<file path="src/terminal_decode_pkg.sv">
// Constants shared by the input terminal function decoder
package terminal_decode_pkg;

    // --------------------------------------------------------------
    // Terminal layout
    // --------------------------------------------------------------
    localparam int unsigned TERM_COUNT = 6;   // Six programmable inputs
    localparam int unsigned CODE_W     = 6;   // Function code width

    // --------------------------------------------------------------
    // Function codes
    // --------------------------------------------------------------
    localparam logic [5:0] FN_NONE      = 6'h00;  // No effect
    localparam logic [5:0] FN_RESET_NO  = 6'h05;  // External reset, NO
    localparam logic [5:0] FN_BLOCK_NO  = 6'h09;  // Output block, NO
    localparam logic [5:0] FN_BLOCK_NC  = 6'h0A;  // Output block, NC
    localparam logic [5:0] FN_UP        = 6'h0B;  // Frequency up
    localparam logic [5:0] FN_DOWN      = 6'h0C;  // Frequency down
    localparam logic [5:0] FN_CNT_CLR   = 6'h0D;  // Counter reset
    localparam logic [5:0] FN_SEQ_RUN   = 6'h0E;  // Run sequencer
    localparam logic [5:0] FN_SEQ_PAUSE = 6'h0F;  // Pause sequencer
    localparam logic [5:0] FN_AUX1      = 6'h10;  // Aux motor 1 disable
    localparam logic [5:0] FN_ESTOP_NO  = 6'h13;  // Emergency stop, NO
    localparam logic [5:0] FN_ESTOP_NC  = 6'h14;  // Emergency stop, NC
    localparam logic [5:0] FN_SEL_ACI   = 6'h15;  // Voltage/current select
    localparam logic [5:0] FN_SEL_AUX   = 6'h16;  // Voltage/aux select
    localparam logic [5:0] FN_OP_SRC    = 6'h17;  // Terminals/keypad
    localparam logic [5:0] FN_LIN_RAMP  = 6'h18;  // Auto ramp disable
    localparam logic [5:0] FN_FSTOP_NC  = 6'h19;  // Forced stop, NC
    localparam logic [5:0] FN_FSTOP_NO  = 6'h1A;  // Forced stop, NO
    localparam logic [5:0] FN_LOCK      = 6'h1B;  // Parameter lock
    localparam logic [5:0] FN_PID_OFF   = 6'h1C;  // Closed loop disable
    localparam logic [5:0] FN_JOG_DIR   = 6'h1D;  // Jog direction
    localparam logic [5:0] FN_RESET_NC  = 6'h1E;  // External reset, NC
    localparam logic [5:0] FN_SRC2_FREQ = 6'h1F;  // Second freq source
    localparam logic [5:0] FN_SRC2_OP   = 6'h20;  // Second op source
    localparam logic [5:0] FN_SEQ_SHOT  = 6'h21;  // One-shot sequencer
    localparam logic [5:0] FN_SHUT_NO   = 6'h23;  // Output shutoff, NO
    localparam logic [5:0] FN_SHUT_NC   = 6'h24;  // Output shutoff, NC

    // --------------------------------------------------------------
    // Frequency command sources
    // --------------------------------------------------------------
    localparam logic [1:0] SRC_VOLT = 2'h0;  // Voltage input
    localparam logic [1:0] SRC_CURR = 2'h1;  // Current input
    localparam logic [1:0] SRC_AUX  = 2'h2;  // Auxiliary input

    // --------------------------------------------------------------
    // Timing
    // --------------------------------------------------------------
    localparam int unsigned CLK_FREQ_KHZ   = 100000;  // 100 MHz
    localparam int unsigned STEP_TIME_MS   = 2;       // Debounce unit
    localparam int unsigned STEP_CYCLES    = STEP_TIME_MS * CLK_FREQ_KHZ;
    localparam int unsigned REPEAT_TIME_MS = 100;     // Up/down repeat
    localparam int unsigned REPEAT_CYCLES  =
        REPEAT_TIME_MS * CLK_FREQ_KHZ;
    localparam logic [4:0]  STEPS_MIN      = 5'h01;   // Least setting
    localparam logic [4:0]  STEPS_MAX      = 5'h14;   // Largest setting

endpackage

</file>
<file path="src/terminal_decode.sv">
// Input terminal function decoder for a motor drive
`timescale 1ns/1ps
// Operation
// - Block output at once while base block
// - Speed search when base block releases
// - Up/down step once, then repeat while held
// - Up and down together halt changes
// - Counter held cleared while reset input on
// - Run sequencer while its input is on
// - Pause suspends the running sequencer
// - Aux inputs disable matching aux motors
// - Emergency stop latches fault until reset
// - Current select: current on, voltage off
// - Aux select: aux on, voltage off
// - Both selects on: voltage, current, aux
// - Run commands from terminals or keypad
// - Auto ramp disable forces linear ramps
// - Forced stop needs fresh run command
// - Parameter lock rejects parameter writes
// - Closed loop disable turns off PID
// - Jog direction only while jog active
// - NC reset active on open contact
// - Second-source inputs pick second source
// - One-shot pulse starts sequencer, stop cancels
// - Shutoff coasts; release restarts from zero
// - Code zero has no effect
// - Reset clears latched fault once cause gone
// - Debounce in two-millisecond steps, one to twenty
module terminal_decode #(
    parameter int unsigned STEP_CYCLES   = terminal_decode_pkg::STEP_CYCLES,
    parameter int unsigned REPEAT_CYCLES =
        terminal_decode_pkg::REPEAT_CYCLES
) (
    input  wire logic        clk,
    input  wire logic        reset_n,
    input  wire logic [5:0]  term_level,       // Pins, high = closed
    input  wire logic [35:0] term_func,        // Six codes, input 0 low
    input  wire logic [4:0]  debounce_steps,   // 1..20 units of 2 ms
    input  wire logic        jog_active,       // External jog command
    input  wire logic        run_cmd,          // Run command level
    input  wire logic        stop_cmd,         // Stop command level
    input  wire logic        keypad_reset,     // Keypad reset key
    output logic             output_block_q,   // Coast, no output
    output logic             speed_search_q,   // Pulse: start search
    output logic             freq_up_q,        // Pulse: one step up
    output logic             freq_down_q,      // Pulse: one step down
    output logic             counter_clear_q,  // Hold counter cleared
    output logic             seq_run_q,        // Sequencer running
    output logic             seq_pause_q,      // Sequencer suspended
    output logic [2:0]       aux_disable_q,    // Aux motors 1..3 off
    output logic             external_fault_code_q, // Latched fault
    output logic             freq_src_force_q, // Terminal picks source
    output logic [1:0]       freq_src_q,       // Chosen analog source
    output logic             op_src_force_q,   // Terminal picks op src
    output logic             op_from_terminals_q, // Else keypad_unit
    output logic             linear_ramp_q,    // Force linear ramps
    output logic             forced_stop_q,    // Stop, no error
    output logic             run_permit_q,     // Run allowed
    output logic             param_lock_q,     // Writes rejected
    output logic             pid_disable_q,    // Closed loop off
    output logic             jog_reverse_q,    // Jog in reverse
    output logic             fault_reset_q,    // Pulse: reset faults
    output logic             second_freq_src_q,// Second freq source
    output logic             second_op_src_q,  // Second op source
    output logic             shutoff_q,        // Coast on shutoff
    output logic             restart_zero_q    // Pulse: restart at 0
);

    localparam int unsigned PW = $clog2(STEP_CYCLES + 1);
    localparam int unsigned RW = $clog2(REPEAT_CYCLES + 1);

    // --------------------------------------------------------------
    // Pin synchronisers and debounce tick
    // --------------------------------------------------------------
    logic [5:0]    sync1_q;   // First stage, read only by second
    logic [5:0]    sync2_q;   // Stable in clk domain
    logic [5:0]    stable_q;  // Debounced levels
    logic [PW-1:0] pre_q;     // Step prescaler
    logic          tick;      // One pulse per 2 ms step
    logic [4:0]    steps;     // Clamped debounce setting

    assign tick = (pre_q == PW'(STEP_CYCLES - 1));
    // Settings outside 1..20 are clamped rather than ignored
    assign steps = (debounce_steps < terminal_decode_pkg::STEPS_MIN) ?
                   terminal_decode_pkg::STEPS_MIN :
                   (debounce_steps > terminal_decode_pkg::STEPS_MAX) ?
                   terminal_decode_pkg::STEPS_MAX : debounce_steps;

    // Two flip-flops before any logic sees a pin
    always_ff @(posedge clk or negedge reset_n) begin
        if (!reset_n) begin
            sync1_q <= 6'h00;
            sync2_q <= 6'h00;
            pre_q   <= '0;
        end else begin
            sync1_q <= term_level;
            sync2_q <= sync1_q;
            pre_q   <= tick ? '0 : pre_q + PW'(1);
        end
    end

    // Per-terminal debounce; shared tick trades up to one step of
    // jitter for a single wide counter
    for (genvar i = 0; i < 6; i++) begin : g_deb
        logic [4:0] cnt_q;  // Steps seen since level differed
        always_ff @(posedge clk or negedge reset_n) begin
            if (!reset_n) begin
                cnt_q       <= 5'h00;
                stable_q[i] <= 1'b0;
            end else if (sync2_q[i] == stable_q[i]) begin
                cnt_q <= 5'h00;
            end else if (tick) begin
                if (cnt_q + 5'h01 >= steps) begin
                    stable_q[i] <= sync2_q[i];
                    cnt_q       <= 5'h00;
                end else begin
                    cnt_q <= cnt_q + 5'h01;
                end
            end
        end
    end

    // --------------------------------------------------------------
    // Function lookup over the six terminals
    // --------------------------------------------------------------
    // True when some terminal holding code is active; NC inverts
    function automatic logic hit(input logic [5:0] code,
                                 input logic nc);
        logic r;
        r = 1'b0;
        for (int t = 0; t < 6; t++) begin
            if (term_func[t*6 +: 6] == code) begin
                r = r | (stable_q[t] ^ nc);
            end
        end
        return r;
    endfunction

    // True when code is given to any terminal
    function automatic logic used(input logic [5:0] code);
        logic r;
        r = 1'b0;
        for (int t = 0; t < 6; t++) begin
            r = r | (term_func[t*6 +: 6] == code);
        end
        return r;
    endfunction

    // --------------------------------------------------------------
    // Decoded functions (code zero matches nothing acted on)
    // --------------------------------------------------------------
    logic       bb_act, up_act, dn_act, cnt_act, run_act, pause_act;
    logic       estop_act, aci_act, aux_act, aci_used, aux_used;
    logic       fstop_act, rst_act, shot_act, shut_act;
    logic [2:0] aux_off;  // Aux motor disable requests

    // A process, not continuous assignments: the lookups read the
    // terminal state inside the functions, which a plain assign
    // would not wake on
    always_comb begin
        bb_act    = hit(terminal_decode_pkg::FN_BLOCK_NO, 1'b0) |
                    hit(terminal_decode_pkg::FN_BLOCK_NC, 1'b1);
        up_act    = hit(terminal_decode_pkg::FN_UP, 1'b0);
        dn_act    = hit(terminal_decode_pkg::FN_DOWN, 1'b0);
        cnt_act   = hit(terminal_decode_pkg::FN_CNT_CLR, 1'b0);
        run_act   = hit(terminal_decode_pkg::FN_SEQ_RUN, 1'b0);
        pause_act = hit(terminal_decode_pkg::FN_SEQ_PAUSE, 1'b0);
        estop_act = hit(terminal_decode_pkg::FN_ESTOP_NO, 1'b0) |
                    hit(terminal_decode_pkg::FN_ESTOP_NC, 1'b1);
        aci_act   = hit(terminal_decode_pkg::FN_SEL_ACI, 1'b0);
        aux_act   = hit(terminal_decode_pkg::FN_SEL_AUX, 1'b0);
        aci_used  = used(terminal_decode_pkg::FN_SEL_ACI);
        aux_used  = used(terminal_decode_pkg::FN_SEL_AUX);
        fstop_act = hit(terminal_decode_pkg::FN_FSTOP_NO, 1'b0) |
                    hit(terminal_decode_pkg::FN_FSTOP_NC, 1'b1);
        rst_act   = hit(terminal_decode_pkg::FN_RESET_NO, 1'b0) |
                    hit(terminal_decode_pkg::FN_RESET_NC, 1'b1);
        shot_act  = hit(terminal_decode_pkg::FN_SEQ_SHOT, 1'b0);
        shut_act  = hit(terminal_decode_pkg::FN_SHUT_NO, 1'b0) |
                    hit(terminal_decode_pkg::FN_SHUT_NC, 1'b1);
        for (int a = 0; a < 3; a++) begin
            aux_off[a] =
                hit(terminal_decode_pkg::FN_AUX1 + 6'(a), 1'b0);
        end
    end

    // --------------------------------------------------------------
    // Edge history and event state
    // --------------------------------------------------------------
    logic          bb_q;      // Base block seen last cycle
    logic          shut_q;    // Shutoff seen last cycle
    logic          shot_q;    // One-shot input last cycle
    logic          rst_q;     // Reset terminal input last cycle
    logic          run_q;     // Run command last cycle
    logic [1:0]    updn_q;    // Up/down pair last cycle
    logic [RW-1:0] rep_q;     // Repeat interval counter
    logic          oneshot_q; // Sequencer latched by one-shot

    // Only one direction counts; both together freeze frequency
    wire up_only  = up_act & ~dn_act;
    wire dn_only  = dn_act & ~up_act;
    wire updn_new = ({up_act, dn_act} != updn_q);
    wire rep_done = (rep_q == RW'(REPEAT_CYCLES - 1));
    wire step_now = updn_new | rep_done;

    wire shot_rise  = shot_act & ~shot_q;
    wire stop_any   = stop_cmd | fstop_act;
    wire reset_req  = (rst_act & ~rst_q) | keypad_reset;
    wire run_rise   = run_cmd & ~run_q;

    // One-shot latch: set wins over a stop in the same cycle
    wire oneshot_d  = shot_rise | (oneshot_q & ~stop_any);
    wire seq_run_d  = run_act | oneshot_d;

    // Fault stays while the cause stays; set beats reset
    wire fault_d    = estop_act |
                      (external_fault_code_q & ~reset_req);

    // Fresh run edge needed after a forced stop
    wire permit_d   = ~fstop_act & (run_rise |
                      (run_permit_q & ~stop_cmd));

    // Source priority: voltage, current, auxiliary
    wire [1:0] src_d =
        (aci_used & aux_used & aci_act & aux_act) ?
            terminal_decode_pkg::SRC_VOLT :
        (aci_used & aci_act) ? terminal_decode_pkg::SRC_CURR :
        (aux_used & aux_act) ? terminal_decode_pkg::SRC_AUX :
            terminal_decode_pkg::SRC_VOLT;

    // Edge history and latches
    always_ff @(posedge clk or negedge reset_n) begin
        if (!reset_n) begin
            bb_q      <= 1'b0;
            shut_q    <= 1'b0;
            shot_q    <= 1'b0;
            rst_q     <= 1'b0;
            run_q     <= 1'b0;
            updn_q    <= 2'h0;
            rep_q     <= '0;
            oneshot_q <= 1'b0;
        end else begin
            bb_q      <= bb_act;
            shut_q    <= shut_act;
            shot_q    <= shot_act;
            rst_q     <= rst_act;
            run_q     <= run_cmd;
            updn_q    <= {up_act, dn_act};
            rep_q     <= (updn_new | rep_done) ? '0 : rep_q + RW'(1);
            oneshot_q <= oneshot_d;
        end
    end

    // --------------------------------------------------------------
    // Registered outputs
    // --------------------------------------------------------------
    // Every output leaves from a flip-flop, one cycle after decode
    always_ff @(posedge clk or negedge reset_n) begin
        if (!reset_n) begin
            output_block_q        <= 1'b0;
            speed_search_q        <= 1'b0;
            freq_up_q             <= 1'b0;
            freq_down_q           <= 1'b0;
            counter_clear_q       <= 1'b0;
            seq_run_q             <= 1'b0;
            seq_pause_q           <= 1'b0;
            aux_disable_q         <= 3'h0;
            external_fault_code_q <= 1'b0;
            freq_src_force_q      <= 1'b0;
            freq_src_q            <= terminal_decode_pkg::SRC_VOLT;
            op_src_force_q        <= 1'b0;
            op_from_terminals_q   <= 1'b0;
            linear_ramp_q         <= 1'b0;
            forced_stop_q         <= 1'b0;
            run_permit_q          <= 1'b0;
            param_lock_q          <= 1'b0;
            pid_disable_q         <= 1'b0;
            jog_reverse_q         <= 1'b0;
            fault_reset_q         <= 1'b0;
            second_freq_src_q     <= 1'b0;
            second_op_src_q       <= 1'b0;
            shutoff_q             <= 1'b0;
            restart_zero_q        <= 1'b0;
        end else begin
            output_block_q        <= bb_act;
            speed_search_q        <= bb_q & ~bb_act;
            freq_up_q             <= up_only & step_now;
            freq_down_q           <= dn_only & step_now;
            counter_clear_q       <= cnt_act;
            seq_run_q             <= seq_run_d;
            seq_pause_q           <= seq_run_d & pause_act;
            aux_disable_q         <= aux_off;
            external_fault_code_q <= fault_d;
            freq_src_force_q      <= aci_used | aux_used;
            freq_src_q            <= src_d;
            op_src_force_q        <=
                used(terminal_decode_pkg::FN_OP_SRC);
            op_from_terminals_q   <=
                hit(terminal_decode_pkg::FN_OP_SRC, 1'b0);
            linear_ramp_q         <=
                hit(terminal_decode_pkg::FN_LIN_RAMP, 1'b0);
            forced_stop_q         <= fstop_act;
            run_permit_q          <= permit_d;
            param_lock_q          <=
                hit(terminal_decode_pkg::FN_LOCK, 1'b0);
            pid_disable_q         <=
                hit(terminal_decode_pkg::FN_PID_OFF, 1'b0);
            jog_reverse_q         <= jog_active &
                hit(terminal_decode_pkg::FN_JOG_DIR, 1'b0);
            fault_reset_q         <= reset_req;
            second_freq_src_q     <=
                hit(terminal_decode_pkg::FN_SRC2_FREQ, 1'b0);
            second_op_src_q       <=
                hit(terminal_decode_pkg::FN_SRC2_OP, 1'b0);
            shutoff_q             <= shut_act;
            restart_zero_q        <= shut_q & ~shut_act;
        end
    end
endmodule

</file>
<file path="config.mk">
export PLATFORM = sky130hd
export DESIGN_NAME = terminal_decode
export DESIGN_NICKNAME = d
export VERILOG_FILES = /design/src/terminal_decode_pkg.sv /design/src/terminal_decode.sv
export SDC_FILE = /design/constraint.sdc
export NUM_CORES = 1
export LEC_CHECK = 0
export BUFFER_PORTS_ARGS = -buffer_cell sky130_fd_sc_hd__buf_2
export CORE_MARGIN = 2
export CORE_UTILIZATION = 46
export DETAILED_ROUTE_END_ITERATION = 12
export HOLD_SLACK_MARGIN = 0.08
export SYNTH_ARGS = -nofsm -noshare
export SYNTH_HDL_FRONTEND = slang
export SYNTH_SLANG_ARGS = --single-unit
</file>
<file path="constraint.sdc">
create_clock -name clk -period 3.7 [get_ports clk]
set_clock_uncertainty 0.05 [all_clocks]
set_input_delay 0.74 -clock clk [delete_from_list [all_inputs] [get_ports clk]]
set_output_delay 0.74 -clock clk [all_outputs]
set_load 0.02 [all_outputs]
</file>
==> metrics.md <==
| Metric | Value |
|---|---|
| CTS sink cnt | 123 |
| Worst-path clk slew | ~0.06 ns |
| Skew-Pair Late Insertion Delay | between 0.4 and 0.5 ns |
| H-Tree Level Count | 4 |
| Cell with the most instances after synthesis | dfrtp_1 |
| Net count after synthesis | approximately 940 |
| # diodes | 0 |
| Max_slew headroom | 0.357 |
| Routed WL | roughly 23000 um |
| Design area | about 9000 sq um |
| Slowest CP cell | o21ai_0 |
| DRC | 0 |
| PD cells | around 350 nW/um^2 |
| Setup tns final | 0 ns |
| Clock root cell | clkbuf_16 |
| Sequential area share after synthesis | 0.386 |
| Global-route wire length before repair | 37100 um |
| Core area | ~17000 sq um |
| CP Class | in -> reg |
| Post-CTS setup buffers | 0 |
| WP buf/inv | 2 |
| Post-Route M1 WL | 9940 um |
| Placement Setup Slack | ~0.34 ns |
| Primary FF master, synth | dfrtp_1 |
| Largest net degree at the start of global routing | 50 |
| Post-synthesis cell count | around 850 |
| Fin crit share | 0.780 |
| Synth top area cells | dfrtp_1 39%, ha_1 6.0%, nand2_1 3.4%, xnor2_1 3.4%, nand3_1 3.4% |
| Met2 wire length | between 10000 and 15000 um |
| Largest stage delay on the critical path | between 0.7 and 0.8 ns |
| Hold_buf cts | 0 |
| Setup repair after global routing missed its margin | false |
| Worst-Margin Slew | 0.964 ns |
| Fin cells | approximately 1.2k |
| Final worst-path setup slack | about 0.81 ns |
| Routed WL per cell | ~20 um |
| DR top layer | met4 |
| Share of layout cells above drive strength 1 | 0.183 |
| TritonCTS buffer count | 17 |
| Max Freq | between 300 and 400 MHz |
| Post-synth top cells | 123 x dfrtp_1, 73 x nand2_1, 62 x nor2_1, 54 x nand3_1, 38 x ha_1 |
| Via/cell ratio | slightly above 6 |
| Clock buffer depth | 2 |
| Filler cell count | 1608 |
| Leakage power total | around 4 nW |
| Top delay family on crit path | compound AO/OA/AOI/OAI gates |
| Standard-cell rows | 48 |
| Yosys reg bits | about 120 |
| VDD IR max | roughly 0.29 mV |
| Final #Nets | 1013 |
| Post-synthesis async set-or-reset flop share | 1.00 |
| I/O Pins | 80 |
| Die width | 136 um |
| Slew Viols, Final | 0 |
| EDFF count, synth | 0 |
| TritonCTS clock tree | yes |
| Max cap viols | 0 |
| Hold Crit Class | in -> async |
| Critical-path cell list | buf_2, inv_1, o21ai_0, ha_1, a21o_1, a21oi_1, o21ai_0, nand2_1, mux2_2 |
| Outcome | complete, no violations |
| Iter 0 DRT Violations | ~630 |
| Initial antenna violation count | 0 |
| GRT Total Usage | 0.261 |
| Grt ovf | 0 |
| Hpwl dp | approximately 17000 um |
| Final min period | ~2.9 ns |
| CP required | 3.94 ns |
| Crit Path Max Fanout | 9 |
| Met3 routed WL | ~1400 um |
| Dpl cells | roughly 1.1k |
| Vias in the first global route | between 6k and 7k |
| First drt pass iteration count | 5 |
| Worst path arrival time | ~3.1 ns |
| Share of the synthesized area in the top cell type | 0.386 |
| Post-DRT Antenna Nets | 0 |
| Port Buffer Count | slightly below 80 |
| Layout area overhead | 14.0% |
| Fin. Hold Viols | 0 |
| Gates resized, CTS repair | 0 |
| CP startpoint kind | input pin |
| Synth cell types | 74 |
| GP Congestion | between 1 and 1.5 |
| Die H | 136 um |
| Via Count | roughly 7k |
| Die area | ~18000 sq um |
| Most frequent CP cell | o21ai_0 |
| Placed cell areas | between 8000 and 9000 sq um |
| Setup-failing EPs final | 0 |
| Starting density of the core | 0.466 |
| Yosys warnings | 0 |
| CP Capture Type | register |
| Mapped cell area | 7970 sq um |
| Area leader, netlist | dfrtp_1 |
| Mean Syn Cell Area | 9.36 sq um |
## layer usage
| metal | global-route usage | vias to the layer above |
|---|---|---|
| met1 | 0.346 | 3389 |
| met3 | 0.0449 | 44 |
| met5 | 0 | - |
| li1 | - | 3288 |
| met4 | 0.101 | 0 |
| met2 | 0.428 | 269 |
## worst reg2reg max path, stage by stage, from the launching register on
cell	delay [ns]
dfrtp_1	0.40
ha_1	0.20
nand3_1	0.15
or2_1	0.34
or3_1	0.73
nor3_2	0.49
mux2_2	0.22
## through the flow
stage	utilization	hold WS (ns)	power [mW]
after floorplan	-	0.281	1.53
after global placement	0.499	0.283	1.65
after detailed placement	0.499	0.286	1.65
after CTS	0.531	0.299	3.23
after global routing	0.531	0.302	3.32
final	0.531	0.294	3.20
## cell usage in the layout, fill, tap and decap left out, types with 8 or more instances in the layout
master	instances
or3_1	9
xor2_1	25
nor2b_1	21
nand4_1	17
clkbuf_16	17
xnor2_1	31
nand2b_1	32
ha_1	38
a21o_1	12
nor2_2	20
a21oi_1	22
buf_4	9
nor2_1	62
a32oi_1	10
and3_1	15
nor3b_1	10
nand3_1	54
inv_1	13
a22oi_1	9
nand2_1	73
buf_2	78
nor3_1	18
a22o_1	21
o22ai_1	16
and2_1	9
nand4b_1	8
nor4_1	11
o21ai_0	19
nand3b_1	8
dfrtp_1	123
## registers in the layout, indices dropped and copies added (netlist names), 2 cells and up
signal / cells
rep_q: 24
updn_q: 2
stable_q: 6
aux_disable_q: 3
pre_q: 18
g_deb.cnt_q: 30
sync2_q: 6
sync1_q: 6
freq_src_q: 2
## power breakdown
group | internal (mW) | switching, mW | total [mW]
sequential | 1.36 | 0.00696 | 1.37
combinational | 0.0806 | 0.185 | 0.266
clock | 0.937 | 0.630 | 1.57
## final timing paths
kind                              startpoint           endpoint  slack [ns]  depth (start not counted)
setup / recovery           debounce_steps[4]        stable_q[3]        0.81                          9
hold / removal                       reset_n           pre_q[7]        0.29                          1
setup reg to reg                    pre_q[0]  g_deb[2].cnt_q[0]        1.06                          6
hold reg to reg                   sync1_q[0]         sync2_q[0]        0.30                          0
max in group asynchronous            reset_n          rep_q[18]        2.45                          2
min in group clk                  sync1_q[0]         sync2_q[0]        0.30                          0
## final cells by class
| type | count | area (sq um) | area share |
|---|---|---|---|
| Multi-Input combinational cell | 679 | 4660 | 0.512 |
| Sequential cell | 123 | 3080 | 0.339 |
| Timing Repair Buffer | 88 | 478 | 0.0526 |
| Clock buffer | 21 | 450 | 0.0495 |
| Tap cell | 225 | 282 | 0.0310 |
| Clock inverter | 10 | 96.3 | 0.0106 |
| Inverter | 13 | 48.8 | 0.00537 |
## logic make-up after synthesis
group                      count (synthesis)  synth area share
and+or+nand+nor                          418             0.299
AOI/OAI and AO/OA                        160             0.154
DFF                                      123             0.386
xor gates and xnor gates                  56            0.0615
buffers and inverters                     50            0.0304
adders and majority gates                 38            0.0596
muxes                                      7           0.00989
(Power assumes the default switching activity.)
